## config.mk

```make
export PLATFORM = sky130hd
export DESIGN_NAME = bst_test_port
export DESIGN_NICKNAME = d
export VERILOG_FILES = /design/src/rtl/bst_test_port.v
export VERILOG_INCLUDE_DIRS = /design/src /design/src/rtl
export SDC_FILE = /design/constraint.sdc
export NUM_CORES = 1
export LEC_CHECK = 0
export BUFFER_PORTS_ARGS = -buffer_cell sky130_fd_sc_hd__buf_2
export CAP_MARGIN = 10
export CORE_UTILIZATION = 55
export DETAILED_ROUTE_END_ITERATION = 8
export PLACE_DENSITY = 0.82
export SLEW_MARGIN = 20
export SYNTH_ARGS = -nofsm -noshare
export SYNTH_HDL_FRONTEND = slang
export SYNTH_SLANG_ARGS = --single-unit
```

## constraint.sdc

```tcl
create_clock -name clk_i -period 7.5 [get_ports clk_i]
set_clock_uncertainty 0.1 [all_clocks]
set_input_delay 1.5 -clock clk_i [delete_from_list [all_inputs] [get_ports clk_i]]
set_output_delay 1.5 -clock clk_i [all_outputs]
set_load 0.05 [all_outputs]
```

## src/rtl/bst_map.vh

```
// Behaviour
// - The instruction register is ten bits long and shifts between TDI and TDO in the IR states.
// - SAMPLE/PRELOAD captures the pin levels into the chain and lets a pattern be preloaded.
// - EXTEST drives the chain's update values onto output pins and captures the input pins.
// - BYPASS puts one stage between TDI and TDO while normal operation continues.
// - IDCODE puts the identification register between TDI and TDO and shifts it out.
// - The identification word is version, part number, manufacturer and one final bit.
// - The identification word's least significant bit is one and leaves TDO first.
// - Where present, USERCODE selects a 32-bit user code register and shifts it out.
// - Without a user code register, a separate instruction reads a 16-bit user signature.
// - When the test port is disabled its four pins serve as ordinary user pins.
// - Programming instructions reach an in-system programming register through the port.
`ifndef BST_MAP_VH
`define BST_MAP_VH
`define BST_IR_LEN 10
`define BST_IR_CAPTURE 10'h001
`define BST_OP_EXTEST 10'h000
`define BST_OP_SAMPLE 10'h055
`define BST_OP_IDCODE 10'h059
`define BST_OP_USERCODE 10'h007
`define BST_OP_USERSIG 10'h079
`define BST_OP_ISP_ENTER 10'h2CC
`define BST_OP_ISP_DATA 10'h203
`define BST_OP_ISP_EXIT 10'h201
`define BST_OP_BYPASS 10'h3FF
`define BST_WORD_LEN 32
`define BST_SIG_LEN 16
`define BST_ISP_LEN 16
`define BST_CHAIN_LEN 96
`endif

```

## src/rtl/bst_test_port.v

```verilog
`timescale 1ns/1ps
`default_nettype none
`include "bst_map.vh"
module bst_test_port #(
  parameter CHAIN_LEN = `BST_CHAIN_LEN,
  parameter HAS_USERCODE = 1,
  // Identity defaults are arbitrary values.
  parameter [3:0] ID_VERSION = 4'h5,
  parameter [15:0] ID_PART = 16'h1234,
  parameter [10:0] ID_MAKER = 11'h155,
  parameter [31:0] USERCODE_VALUE = 32'h0000_0000,
  parameter [15:0] USERSIG_VALUE = 16'h0000
) (
  input wire clk_i,
  input wire rst_b_i,
  input wire port_enable_i,
  input wire tck_i,
  input wire tms_i,
  input wire tdi_i,
  output wire tdo_o,
  output wire tdo_oe_b_o,
  input wire [CHAIN_LEN-1:0] pin_level_i,
  input wire [CHAIN_LEN-1:0] core_drive_i,
  output wire [CHAIN_LEN-1:0] pin_drive_o,
  output wire isp_active_o,
  output wire isp_load_o,
  output wire [`BST_ISP_LEN-1:0] isp_data_o
);

  // ----------------------------------------
  // TAP states
  // ----------------------------------------
  localparam [3:0] ST_RESET = 4'h0;
  localparam [3:0] ST_IDLE = 4'h1;
  localparam [3:0] ST_SEL_DR = 4'h2;
  localparam [3:0] ST_CAP_DR = 4'h3;
  localparam [3:0] ST_SH_DR = 4'h4;
  localparam [3:0] ST_EX1_DR = 4'h5;
  localparam [3:0] ST_PA_DR = 4'h6;
  localparam [3:0] ST_EX2_DR = 4'h7;
  localparam [3:0] ST_UPD_DR = 4'h8;
  localparam [3:0] ST_SEL_IR = 4'h9;
  localparam [3:0] ST_CAP_IR = 4'hA;
  localparam [3:0] ST_SH_IR = 4'hB;
  localparam [3:0] ST_EX1_IR = 4'hC;
  localparam [3:0] ST_PA_IR = 4'hD;
  localparam [3:0] ST_EX2_IR = 4'hE;
  localparam [3:0] ST_UPD_IR = 4'hF;

  localparam [2:0] SEL_BYP = 3'h0;
  localparam [2:0] SEL_ID = 3'h1;
  localparam [2:0] SEL_WORD = 3'h2;
  localparam [2:0] SEL_SIG = 3'h3;
  localparam [2:0] SEL_CHAIN = 3'h4;
  localparam [2:0] SEL_ISP = 3'h5;

  // ----------------------------------------
  // Pin synchronisers
  // ----------------------------------------
  // The port is oversampled, so TCK must stay well below a quarter of clk_i.
  reg [3:0] sync1_reg;
  reg [3:0] sync2_reg;
  reg tck_last_reg;
  reg [CHAIN_LEN-1:0] lvl1_reg;
  reg [CHAIN_LEN-1:0] lvl2_reg;

  always @(posedge clk_i or negedge rst_b_i)
  begin
    if (!rst_b_i)
    begin
      sync1_reg <= 4'h0;
      sync2_reg <= 4'h0;
      tck_last_reg <= 1'b0;
      lvl1_reg <= {CHAIN_LEN{1'b0}};
      lvl2_reg <= {CHAIN_LEN{1'b0}};
    end
    else
    begin
      sync1_reg <= {port_enable_i, tck_i, tms_i, tdi_i};
      sync2_reg <= sync1_reg;
      tck_last_reg <= sync2_reg[2];
      lvl1_reg <= pin_level_i;
      lvl2_reg <= lvl1_reg;
    end
  end

  wire port_on = sync2_reg[3];
  wire tms = sync2_reg[1];
  wire tdi = sync2_reg[0];
  wire tck_rise = sync2_reg[2] & ~tck_last_reg;
  wire tck_fall = ~sync2_reg[2] & tck_last_reg;

  // ----------------------------------------
  // TAP controller
  // ----------------------------------------
  reg [3:0] state_reg;
  reg [3:0] state_next;

  always @*
  begin
    case (state_reg)
      ST_RESET: state_next = tms ? ST_RESET : ST_IDLE;
      ST_IDLE: state_next = tms ? ST_SEL_DR : ST_IDLE;
      ST_SEL_DR: state_next = tms ? ST_SEL_IR : ST_CAP_DR;
      ST_CAP_DR: state_next = tms ? ST_EX1_DR : ST_SH_DR;
      ST_SH_DR: state_next = tms ? ST_EX1_DR : ST_SH_DR;
      ST_EX1_DR: state_next = tms ? ST_UPD_DR : ST_PA_DR;
      ST_PA_DR: state_next = tms ? ST_EX2_DR : ST_PA_DR;
      ST_EX2_DR: state_next = tms ? ST_UPD_DR : ST_SH_DR;
      ST_UPD_DR: state_next = tms ? ST_SEL_DR : ST_IDLE;
      ST_SEL_IR: state_next = tms ? ST_RESET : ST_CAP_IR;
      ST_CAP_IR: state_next = tms ? ST_EX1_IR : ST_SH_IR;
      ST_SH_IR: state_next = tms ? ST_EX1_IR : ST_SH_IR;
      ST_EX1_IR: state_next = tms ? ST_UPD_IR : ST_PA_IR;
      ST_PA_IR: state_next = tms ? ST_EX2_IR : ST_PA_IR;
      ST_EX2_IR: state_next = tms ? ST_UPD_IR : ST_SH_IR;
      ST_UPD_IR: state_next = tms ? ST_SEL_DR : ST_IDLE;
      default: state_next = ST_RESET;
    endcase
  end

  // ----------------------------------------
  // Instruction decode
  // ----------------------------------------
  reg [`BST_IR_LEN-1:0] ir_sh_reg;
  reg [`BST_IR_LEN-1:0] ir_reg;
  reg [2:0] sel;
  reg drive_test;

  always @*
  begin
    sel = SEL_BYP;
    drive_test = 1'b0;
    case (ir_reg)
      `BST_OP_EXTEST:
      begin
        sel = SEL_CHAIN;
        drive_test = 1'b1;
      end
      `BST_OP_SAMPLE: sel = SEL_CHAIN;
      `BST_OP_IDCODE: sel = SEL_ID;
      `BST_OP_USERCODE: sel = (HAS_USERCODE != 0) ? SEL_WORD : SEL_BYP;
      `BST_OP_USERSIG: sel = (HAS_USERCODE == 0) ? SEL_SIG : SEL_BYP;
      `BST_OP_ISP_DATA: sel = SEL_ISP;
      default: sel = SEL_BYP;
    endcase
  end

  // ----------------------------------------
  // Shift registers
  // ----------------------------------------
  wire [31:0] id_word = {ID_VERSION, ID_PART, ID_MAKER, 1'b1};
  reg byp_reg;
  reg [`BST_WORD_LEN-1:0] word_reg;
  reg [`BST_ISP_LEN-1:0] isp_sh_reg;
  reg [`BST_ISP_LEN-1:0] isp_data_reg;
  reg isp_load_reg;
  reg isp_active_reg;
  reg [CHAIN_LEN-1:0] chain_reg;
  reg [CHAIN_LEN-1:0] upd_reg;
  reg tdo_reg;
  reg tdo_oe_b_reg;

  always @(posedge clk_i or negedge rst_b_i)
  begin
    if (!rst_b_i)
    begin
      state_reg <= ST_RESET;
      ir_sh_reg <= {`BST_IR_LEN{1'b0}};
      ir_reg <= `BST_OP_IDCODE;
      byp_reg <= 1'b0;
      word_reg <= {`BST_WORD_LEN{1'b0}};
      isp_sh_reg <= {`BST_ISP_LEN{1'b0}};
      isp_data_reg <= {`BST_ISP_LEN{1'b0}};
      isp_load_reg <= 1'b0;
      isp_active_reg <= 1'b0;
      chain_reg <= {CHAIN_LEN{1'b0}};
      upd_reg <= {CHAIN_LEN{1'b0}};
      tdo_reg <= 1'b0;
      tdo_oe_b_reg <= 1'b1;
    end
    else if (!port_on)
    begin
      // A disabled port holds the TAP in reset so the pins are free for user logic.
      state_reg <= ST_RESET;
      ir_reg <= `BST_OP_IDCODE;
      isp_active_reg <= 1'b0;
      isp_load_reg <= 1'b0;
      tdo_oe_b_reg <= 1'b1;
    end
    else
    begin
      isp_load_reg <= 1'b0;
      if (tck_rise)
      begin
        state_reg <= state_next;
        case (state_reg)
          ST_CAP_IR: ir_sh_reg <= `BST_IR_CAPTURE;
          ST_SH_IR: ir_sh_reg <= {tdi, ir_sh_reg[`BST_IR_LEN-1:1]};
          ST_CAP_DR:
          begin
            byp_reg <= 1'b0;
            if (sel == SEL_ID)
              word_reg <= id_word;
            else if (sel == SEL_WORD)
              word_reg <= USERCODE_VALUE;
            else if (sel == SEL_SIG)
              word_reg <= {16'h0000, USERSIG_VALUE};
            if (sel == SEL_CHAIN)
              chain_reg <= lvl2_reg;
            if (sel == SEL_ISP)
              isp_sh_reg <= isp_data_reg;
          end
          ST_SH_DR:
          begin
            case (sel)
              SEL_BYP: byp_reg <= tdi;
              SEL_ID: word_reg <= {tdi, word_reg[31:1]};
              SEL_WORD: word_reg <= {tdi, word_reg[31:1]};
              SEL_SIG: word_reg <= {16'h0000, tdi, word_reg[15:1]};
              SEL_CHAIN: chain_reg <= {tdi, chain_reg[CHAIN_LEN-1:1]};
              SEL_ISP: isp_sh_reg <= {tdi, isp_sh_reg[`BST_ISP_LEN-1:1]};
              default: byp_reg <= tdi;
            endcase
          end
          default:
          begin
          end
        endcase
      end
      if (tck_fall)
      begin
        // Updates land on the falling edge; apart from TDO, outputs never move mid-shift.
        if (state_reg == ST_RESET)
        begin
          ir_reg <= `BST_OP_IDCODE;
          isp_active_reg <= 1'b0;
        end
        if (state_reg == ST_UPD_IR)
        begin
          ir_reg <= ir_sh_reg;
          if (ir_sh_reg == `BST_OP_ISP_ENTER)
            isp_active_reg <= 1'b1;
          if (ir_sh_reg == `BST_OP_ISP_EXIT)
            isp_active_reg <= 1'b0;
        end
        if (state_reg == ST_UPD_DR && sel == SEL_CHAIN)
          upd_reg <= chain_reg;
        if (state_reg == ST_UPD_DR && sel == SEL_ISP && isp_active_reg)
        begin
          isp_data_reg <= isp_sh_reg;
          isp_load_reg <= 1'b1;
        end
        tdo_oe_b_reg <= ~(state_reg == ST_SH_DR || state_reg == ST_SH_IR);
        if (state_reg == ST_SH_IR)
          tdo_reg <= ir_sh_reg[0];
        else
        begin
          case (sel)
            SEL_ID: tdo_reg <= word_reg[0];
            SEL_WORD: tdo_reg <= word_reg[0];
            SEL_SIG: tdo_reg <= word_reg[0];
            SEL_CHAIN: tdo_reg <= chain_reg[0];
            SEL_ISP: tdo_reg <= isp_sh_reg[0];
            default: tdo_reg <= byp_reg;
          endcase
        end
      end
    end
  end

  // ----------------------------------------
  // Pin drive
  // ----------------------------------------
  genvar gi;
  generate
    for (gi = 0; gi < CHAIN_LEN; gi = gi + 1)
    begin : g_cell
      assign pin_drive_o[gi] = drive_test ? upd_reg[gi] : core_drive_i[gi];
    end
  endgenerate

  assign tdo_o = tdo_reg;
  assign tdo_oe_b_o = tdo_oe_b_reg;
  assign isp_active_o = isp_active_reg;
  assign isp_load_o = isp_load_reg;
  assign isp_data_o = isp_data_reg;

endmodule // bst_test_port
`default_nettype wire

```

# Word-level counts from Yosys, hierarchy flattened
# Index checks and enable logic that the tools add are counted.
[op_classes]
bitwise = 5
eq_ne = 36
n_reduce_logical = 24
n_mux = 144
[op_table]
columns = ["op", "n"]
rows = [
  ["96-bit two-way mux", 2],
  ["96-bit case mux with 2 select lines", 1],
  ["32-bit case mux with 2 select lines", 2],
  ["1-bit two-way mux", 113],
  ["32-bit two-way mux", 3],
  ["4-bit case mux with 12 select lines", 1],
  ["10-bit two-way mux", 4],
  ["4-bit equality test (second input constant)", 8],
  ["16-bit two-way mux", 2],
  ["16-bit case mux with 2 select lines", 1],
  ["10-bit equality test (second input constant)", 3],
  ["4-bit two-way mux", 6],
  ["10-bit by 7-bit equality test with 1-bit output (second input constant)", 2],
  ["10-bit case mux with 2 select lines", 1],
  ["4-bit by 3-bit equality test with 1-bit output (second input constant)", 4],
  ["5-bit AND reduction", 3],
  ["3-bit case mux with 4 select lines", 1],
  ["10-bit by 3-bit equality test with 1-bit output (second input constant)", 1],
  ["10-bit zero test", 1],
  ["2-bit != test (second input constant)", 5],
  ["3-bit AND reduction", 3],
  ["4-bit by 2-bit equality test with 1-bit output (second input constant)", 2],
  ["2-bit OR reduction", 4],
  ["3-bit by 2-bit equality test with 1-bit output (second input constant)", 2],
  ["other kinds (21)", 34],
]
[totals]
output_inout_bits = 116
elab_cells = 227
ff_bits = 486

# Logic depth before layout (Yosys ltp)
# Gate-level depths: netlist (run 1).
[depth]
word_depth = 9
ltp_mapped = 8
mapped_depth_nobuf = 5

# Worst setup path before layout (run 1)
# Ideal clock, no wire load.
[synth_timing]
path_kind = "reg2out"
start = "register ir_reg[5]"
end = "output pin_drive_o[14]"
required_ns = 5.900
n_path_buf = 3
arrival_ns = 2.224
path_slack_ns = 3.676
path_stages_with_launch = 7
path_cell_list = "dfrtp_1 -> or4_4 -> or4_4 -> buf_6 -> buf_8 -> buf_12 -> mux2_4"
[synth_via]
elab_chain_len = 3
[synth_rtl]
columns = ["item", "line", "text"]
rows = [
  ["start: declaration", "bst_test_port.v:126", "reg [`BST_IR_LEN-1:0] ir_reg;"],
  ["start signal: assignment", "bst_test_port.v:170", "ir_reg <= `BST_OP_IDCODE;"],
  ["start signal: assignment", "bst_test_port.v:186", "ir_reg <= `BST_OP_IDCODE;"],
  ["start signal: assignment", "bst_test_port.v:236", "ir_reg <= `BST_OP_IDCODE;"],
  ["10-bit zero test", "bst_test_port.v:134", "case (ir_reg)"],
  ["1-bit two-way mux", "bst_test_port.v:134", ""],
  ["1-bit two-way mux", "bst_test_port.v:279", "assign pin_drive_o[gi] = drive_test ? upd_reg[gi] : core_drive_i[gi];"],
  ["end: declaration", "bst_test_port.v:24", "output wire [CHAIN_LEN-1:0] pin_drive_o,"],
]
# No other way between the ends.

# Worst setup path in the final report (run 1)
[layout_timing]
start = "register ir_reg[5]"
end = "output pin_drive_o[25]"
# Same word-level chain as after synthesis.

==> run metrics, run 1 <==
number of enable flip-flop cells after synthesis=0; vias per std cell=5.410; Switch Pwr=1.220 mW; most used flip-flop cell after synthesis=sky130_fd_sc_hd__dfrtp_1; Synth warnings=0; proportion of power drawn by flip-flops and latches=48.9%; final clock period utilization by the worst path=68.45%; total power divided by cell area=252.4 nW/um2; number of buffers between clock root and the deepest sink=3; share of the yosys chip area belonging to registers=65.63%; Worst Setup Slack post-DPL=2.949 ns; overall die area=about 34000 um2; setup repair after global routing missed its margin=no; Slew Limit Headroom=between 20% and 30%; most common cell after layout, fill and taps aside=sky130_fd_sc_hd__dfrtp_1; proportion of layout cells with a drive suffix above 1=approximately a third; Hold/Removal Path Class=reg -> reg; setup TNS=0 ns; classification of the worst setup path=reg -> out; cell count after placement=~2200; worst-path maximum fanout=52; count of TritonRoute iterations in the first routing pass=5; Post-Synthesis Cell Area=18540 um2; antenna violations before repair=7; most frequent cells in the layout=481 x sky130_fd_sc_hd__dfrtp_1, 312 x sky130_fd_sc_hd__buf_2, 298 x sky130_fd_sc_hd__nand2_1, 135 x sky130_fd_sc_hd__nor2_1, 130 x sky130_fd_sc_hd__mux2_2; routability cong.=0.8625; Lkg Pwr=~11 nW; standard-cell row count=66; cts-stage hold buffer count=0; Placement Cell Area=20230 um2; Slew Viols, Final=0; portion of total power attributed to combinational logic=5.5%; count of port buffers added during placement=around 310; status=finished, final reports clean; number of nets in the synthesized netlist=1692; Net count, final=1967; post-cts sizing count=0; Worst Setup Slack, final=2.366 ns; smallest hold slack=0.2315 ns; final cell count without fillers=~2300; largest net degree at the start of global routing=205; area of all placed cells without fillers=approximately 22000 um2; clock latency on the worst-skew pair=0.56 ns; clk sinks=roughly 500; maximum resistive drop on vdd=181.5 uV; FF+latch count, synth=486; overall power consumption=5.554 mW; arrival time of data at the critical path endpoint=3.53 ns; required time of the critical path=5.90 ns; CP startpoint kind=flip-flop; sum of overflow across all layers after global routing=0; Yosys cell types=54; FMAX=between 0.15 and 0.2 GHz; Chip Width=185.6 um; Iter 0 DRT Violations=between 800 and 900; effective utilization at floorplan=a little under three fifths; placeable core region=32870 um2; P_int=4.334 mW; final routed wire length divided by cell count=16.76 um; fraction of power consumed by the clock network=roughly 46%; Period minus WS final=~5.1 ns; setup fix buffers added after clock tree synthesis=0; I/O Pins=314; Sw Share=about 22%; number of hold-slack violations in the final timing report=0; ANT nets after route=0; transition time at the pin with the least slew margin=roughly 1.1 ns; detailed-route via count=roughly 12000; Synth top area share=64.92%; clock tree from TritonCTS=yes; CTS Buf Count=47; fraction of the core area covered by cells at the end of the flow=approximately 67%; H-tree Lvls=2; gate count after technology mapping=1494; sort of element at the end of the critical path=output port; Post-synth ARST share=100.0%; average footprint of a synthesized cell=12.41 um2; clock root cell=sky130_fd_sc_hd__clkbuf_16; wire length of the first global-routing pass=60.00 mm; count of max-cap constraint violations=0; signed area change from the synthesized netlist to the final layout=18.70%; endpoints failing setup=0; Die Y=185.6 um; Total Routing Usage GR=around 22%; final WL=37.81 mm; DRC viols=0; clock slew at the register clock pins of the worst setup and hold paths=0.06 ns; top cells by area, synth=sky130_fd_sc_hd__dfrtp_1 65%, sky130_fd_sc_hd__mux2_2 7.9%, sky130_fd_sc_hd__nand2_1 6.0%, sky130_fd_sc_hd__a31oi_1 3.8%, sky130_fd_sc_hd__mux2_4 3.2%; leading area contributor after synthesis=sky130_fd_sc_hd__dfrtp_1; vias in the first global route=11850; Final HPWL DP=23.37 mm
==> area by class of cell <==
type,count,area (um2)
Sequential cell,486,12170
Fill cell,2377,10860
Multi-Input combinational cell,905,5827
Timing Repair Buffer,322,1709
Clock buffer,63,1346
Tap cell,442,553.0
Clock inverter,24,360.3
Inverter,7,26.28
Antenna cell,7,17.52
==> Yosys cell counts (all sizes together), types with 2 or more instances <==
cell type and number:
o22a 4, nand3 36, or4 3, and3 5, nand4 3, a211oi 2
and2 5, a31oi 113, nor2b 6, nand2 298, nand4b 3, inv 7
and4 3, dfstp 5, nor2 135, clkbuf 45, nor4 4, a21oi 23
nand2b 4, dfrtp 481, o21ai 20, mux2 210, nor3 5, a2111oi 2
buf 51
==> critical path, stage by stage, from the launching register on <==
cell and delay, ns:
sky130_fd_sc_hd__dfrtp_1 0.41, sky130_fd_sc_hd__or4_4 0.59, sky130_fd_sc_hd__or4_4 0.82, sky130_fd_sc_hd__buf_4 0.50, sky130_fd_sc_hd__mux2_4 0.41, sky130_fd_sc_hd__buf_2 0.21
==> per-layer routing <==
metal,up-vias,GRT usage (%),part of all wire [%],wire [um]
li1,5646,-,-,-
met1,6137,29.44,42,15890
met2,349,36.88,50,18980
met3,73,3.581,5.1,1917
met4,0,7.738,2.7,1030
met5,-,0,0,0
==> path summary, 6_finish.rpt <==
path,start,to,slack [ns],depth (start not counted)
max,ir_reg[5]$_DFFE_PN0P_,pin_drive_o[25],2.37,5
min,lvl1_reg[69]$_DFF_PN0_,lvl2_reg[69]$_DFF_PN0_,0.23,0
max reg2reg,state_reg[2]$_DFFE_PN0P_,chain_reg[1]$_DFFE_PN0P_,3.75,7
min reg2reg,lvl1_reg[69]$_DFF_PN0_,lvl2_reg[69]$_DFF_PN0_,0.23,0
max in group asynchronous,rst_b_i,ir_reg[2]$_DFFE_PN0P_,4.81,3
min in group asynchronous,rst_b_i,lvl2_reg[60]$_DFF_PN0_,0.92,1
==> kinds of logic after synthesis <==
family / count (synthesis) / share of synthesized area [%]
AOI/OAI and AO/OA: 178 / 6.141
xor gates and xnor gates: 1 / 0.04725
buffers and inverters: 103 / 3.091
DFF: 486 / 65.63
muxes: 211 / 13.62
and+or+nand+nor: 515 / 11.47
==> power groups by stage <==
stage / sequential [mW] / clock [mW] / combinational [mW]
global route: 2.72 / 2.70 / 0.335
CTS: 2.72 / 2.58 / 0.309
floorplan: 2.76 / 0 / 0.169
detailed placement: 2.76 / 0 / 0.307
finish: 2.72 / 2.53 / 0.306
global placement: 2.76 / 0 / 0.301
(Power assumes the default switching activity.)
==> run 2: changes to the inputs <==
CORE_UTILIZATION = 50   (was 55)
PLACE_DENSITY = 0.79   (was 0.82)
clock period = 4.7 ns   (was 7.5 ns; I/O delays follow)
==> run metrics, run 2 (synthesis gave the netlist of run 1 again) <==
status=finished, final reports clean; overall power consumption=8.909 mW (+60%); detailed-route via count=12100 (-0.89%); final clock period utilization by the worst path=93.05%; clock slew at the register clock pins of the worst setup and hold paths=0.06 ns (about the same); Slew Viols, Final=0 (unchanged); ANT nets after route=0 (unchanged); total power divided by cell area=401.9 nW/um2 (+59%); number of hold-slack violations in the final timing report=0 (unchanged); antenna violations before repair=10 (+3); gate family responsible for the most delay along the worst path=simple AND/OR/NAND/NOR gates; H-tree Lvls=2 (unchanged); cts-stage hold buffer count=0 (unchanged); CP startpoint kind=flip-flop; count of TritonRoute iterations in the first routing pass=5 (unchanged); overall die area=37860 um2 (+9.9%); Lkg Pwr=11.03 nW (+0.52%); Period minus WS final=roughly 4.4 ns; launch instance of the worst min-delay path=lvl1_reg[85]$_DFF_PN0_; Net count, final=1977 (+0.51%); routability cong.=0.8429 (-2.3%); Iter 0 DRT Violations=564 (-30%); slack of the worst reg-to-reg path=1.35 ns (-2.40 ns); CP peak stage delay=0.82 ns (about the same); clock latency on the worst-skew pair=0.56 ns (about the same); start point of the critical path=ir_reg[5]$_DFFE_PN0P_; buffers plus inverters on the worst setup path=2 (unchanged); setup fix buffers added after clock tree synthesis=0 (unchanged); cell chain of the critical path=or4_4 -> or4_4 -> buf_12 -> mux2_4 -> buf_2; number of fill cells in the layout=2782 (+17%); clock tree from TritonCTS=yes; sum of overflow across all layers after global routing=0 (unchanged); proportion of layout cells with a drive suffix above 1=32.84% (+0.19 points); signed area change from the synthesized netlist to the final layout=19.56%; vias in the first global route=12150 (+2.5%); DRC viols=0 (unchanged); Worst Setup Slack, final=0.3267 ns (-2.039 ns); most common cell after layout, fill and taps aside=sky130_fd_sc_hd__dfrtp_1; worst reg2reg startpoint=state_reg[2]$_DFFE_PN0P_; Chip Width=194.6 um (+4.8%); maximum resistive drop on vdd=357.3 uV (+97%); wire length of the first global-routing pass=62.37 mm (+4.0%); effective utilization at floorplan=50.76% (-5.6 points); setup repair after global routing missed its margin=no; final routed wire length divided by cell count=16.91 um (+0.92%); Die Y=194.6 um (+4.8%); Placement Cell Area=20390 um2 (+0.80%); arrival time of data at the critical path endpoint=3.33 ns (-0.20 ns); count of max-cap constraint violations=0 (unchanged); Final HPWL DP=24.47 mm (+4.7%); setup TNS=0 ns (unchanged); number of buffers between clock root and the deepest sink=3 (unchanged); Total Routing Usage GR=20.67% (-1.4 points); post-cts sizing count=0 (unchanged); standard-cell row count=70 (+6.1%); classification of the worst setup path=reg -> out; transition time at the pin with the least slew margin=0.9015 ns (-0.1589 ns); endpoints failing setup=0 (unchanged); count of port buffers added during placement=313 (unchanged); slowest stage cell on the critical path=sky130_fd_sc_hd__or4_4; worst-path maximum fanout=50 (-3.8%); Hold/Removal Path Class=reg -> reg; final WL=38.80 mm (+2.6%); vias per std cell=5.273 (-2.5%); area of all placed cells without fillers=22170 um2 (+0.73%); clock root cell=sky130_fd_sc_hd__clkbuf_16; CTS Buf Count=49 (+4.3%); FMAX=approximately 0.23 GHz; placeable core region=36520 um2 (+11%); cell occurring most often along the worst timing path=sky130_fd_sc_hd__or4_4; largest net degree at the start of global routing=112 (-45%); Worst Setup Slack post-DPL=0.9363 ns (-2.013 ns); clk sinks=486 (unchanged); I/O Pins=314 (unchanged); required time of the critical path=3.66 ns (-2.24 ns); sort of element at the end of the critical path=output port; Slew Limit Headroom=39.90% (+11 points); most frequent cells in the layout=481 x sky130_fd_sc_hd__dfrtp_1, 312 x sky130_fd_sc_hd__buf_2, 298 x sky130_fd_sc_hd__nand2_1, 135 x sky130_fd_sc_hd__nor2_1, 130 x sky130_fd_sc_hd__mux2_2
-- run 2: changes by cell type in the layout (fill, tap and decap cells not counted), moves of 2 or more --
cell,before,now
sky130_fd_sc_hd__buf_12,2,7
sky130_fd_sc_hd__clkbuf_1,5,10
sky130_fd_sc_hd__buf_4,5,9
sky130_fd_sc_hd__clkbuf_16,47,51
sky130_fd_sc_hd__clkinv_2,11,7
sky130_fd_sc_hd__bufinv_16,8,6
sky130_fd_sc_hd__inv_16,2,0
-- run 2: worst register-to-register path, stage by stage (launching register included) --
cell and delay (ns):
sky130_fd_sc_hd__dfrtp_1 0.80, sky130_fd_sc_hd__or3b_1 0.46, sky130_fd_sc_hd__a2111oi_4 0.44, sky130_fd_sc_hd__and2_4 0.83, sky130_fd_sc_hd__buf_12 0.36, sky130_fd_sc_hd__nor2_1 0.13, sky130_fd_sc_hd__a31oi_1 0.16
-- run 2: area by class of cell --
class	count	area (um2)	share of cell area [%]
Antenna cell	8	20.02	0.09031
Multi-Input combinational cell	905	5828	26.29
Clock inverter	17	249.0	1.123
Timing Repair Buffer	330	1812	8.173
Tap cell	468	585.6	2.642
Sequential cell	486	12170	54.89
Inverter	7	26.28	0.1185
Clock buffer	73	1479	6.672
-- run 2: metrics by stage --
step | hold WS, ns | util, % | instances
global route | 0.2475 | 60.70 | 2294
detailed placement | 0.2347 | 55.83 | 2195
finish | 0.2392 | 60.70 | 2294
CTS | 0.2417 | 60.56 | 2285
floorplan | 0.2312 | - | 1494
global placement | 0.2317 | 55.83 | 2195
-- run 2: path summary, 6_finish.rpt --
check | endpoint | cells past startpoint
worst min register to register | lvl2_reg[85]$_DFF_PN0_ | 0
min in group asynchronous | lvl1_reg[82]$_DFF_PN0_ | 1
max in group asynchronous | tdo_oe_b_o$_DFFE_PN1P_ | 2
worst min-delay path | lvl2_reg[85]$_DFF_PN0_ | 0
worst max register to register | chain_reg[90]$_DFFE_PN0P_ | 6
worst max-delay path | pin_drive_o[26] | 5
-- run 2: routing by layer --
metal	GRT usage [%]	wire length, um	vias to the layer above
li1	-	-	5667
met1	25.92	16040	5983
met2	34.86	19530	353
met3	3.939	1898	89
met4	9.436	1306	4
met5	0	30	-
-- run 2: report_power, final --
group	switching, mW	internal (mW)
Sequential	0.0449	4.29
Combinational	0.330	0.159
Clock	1.58	2.51
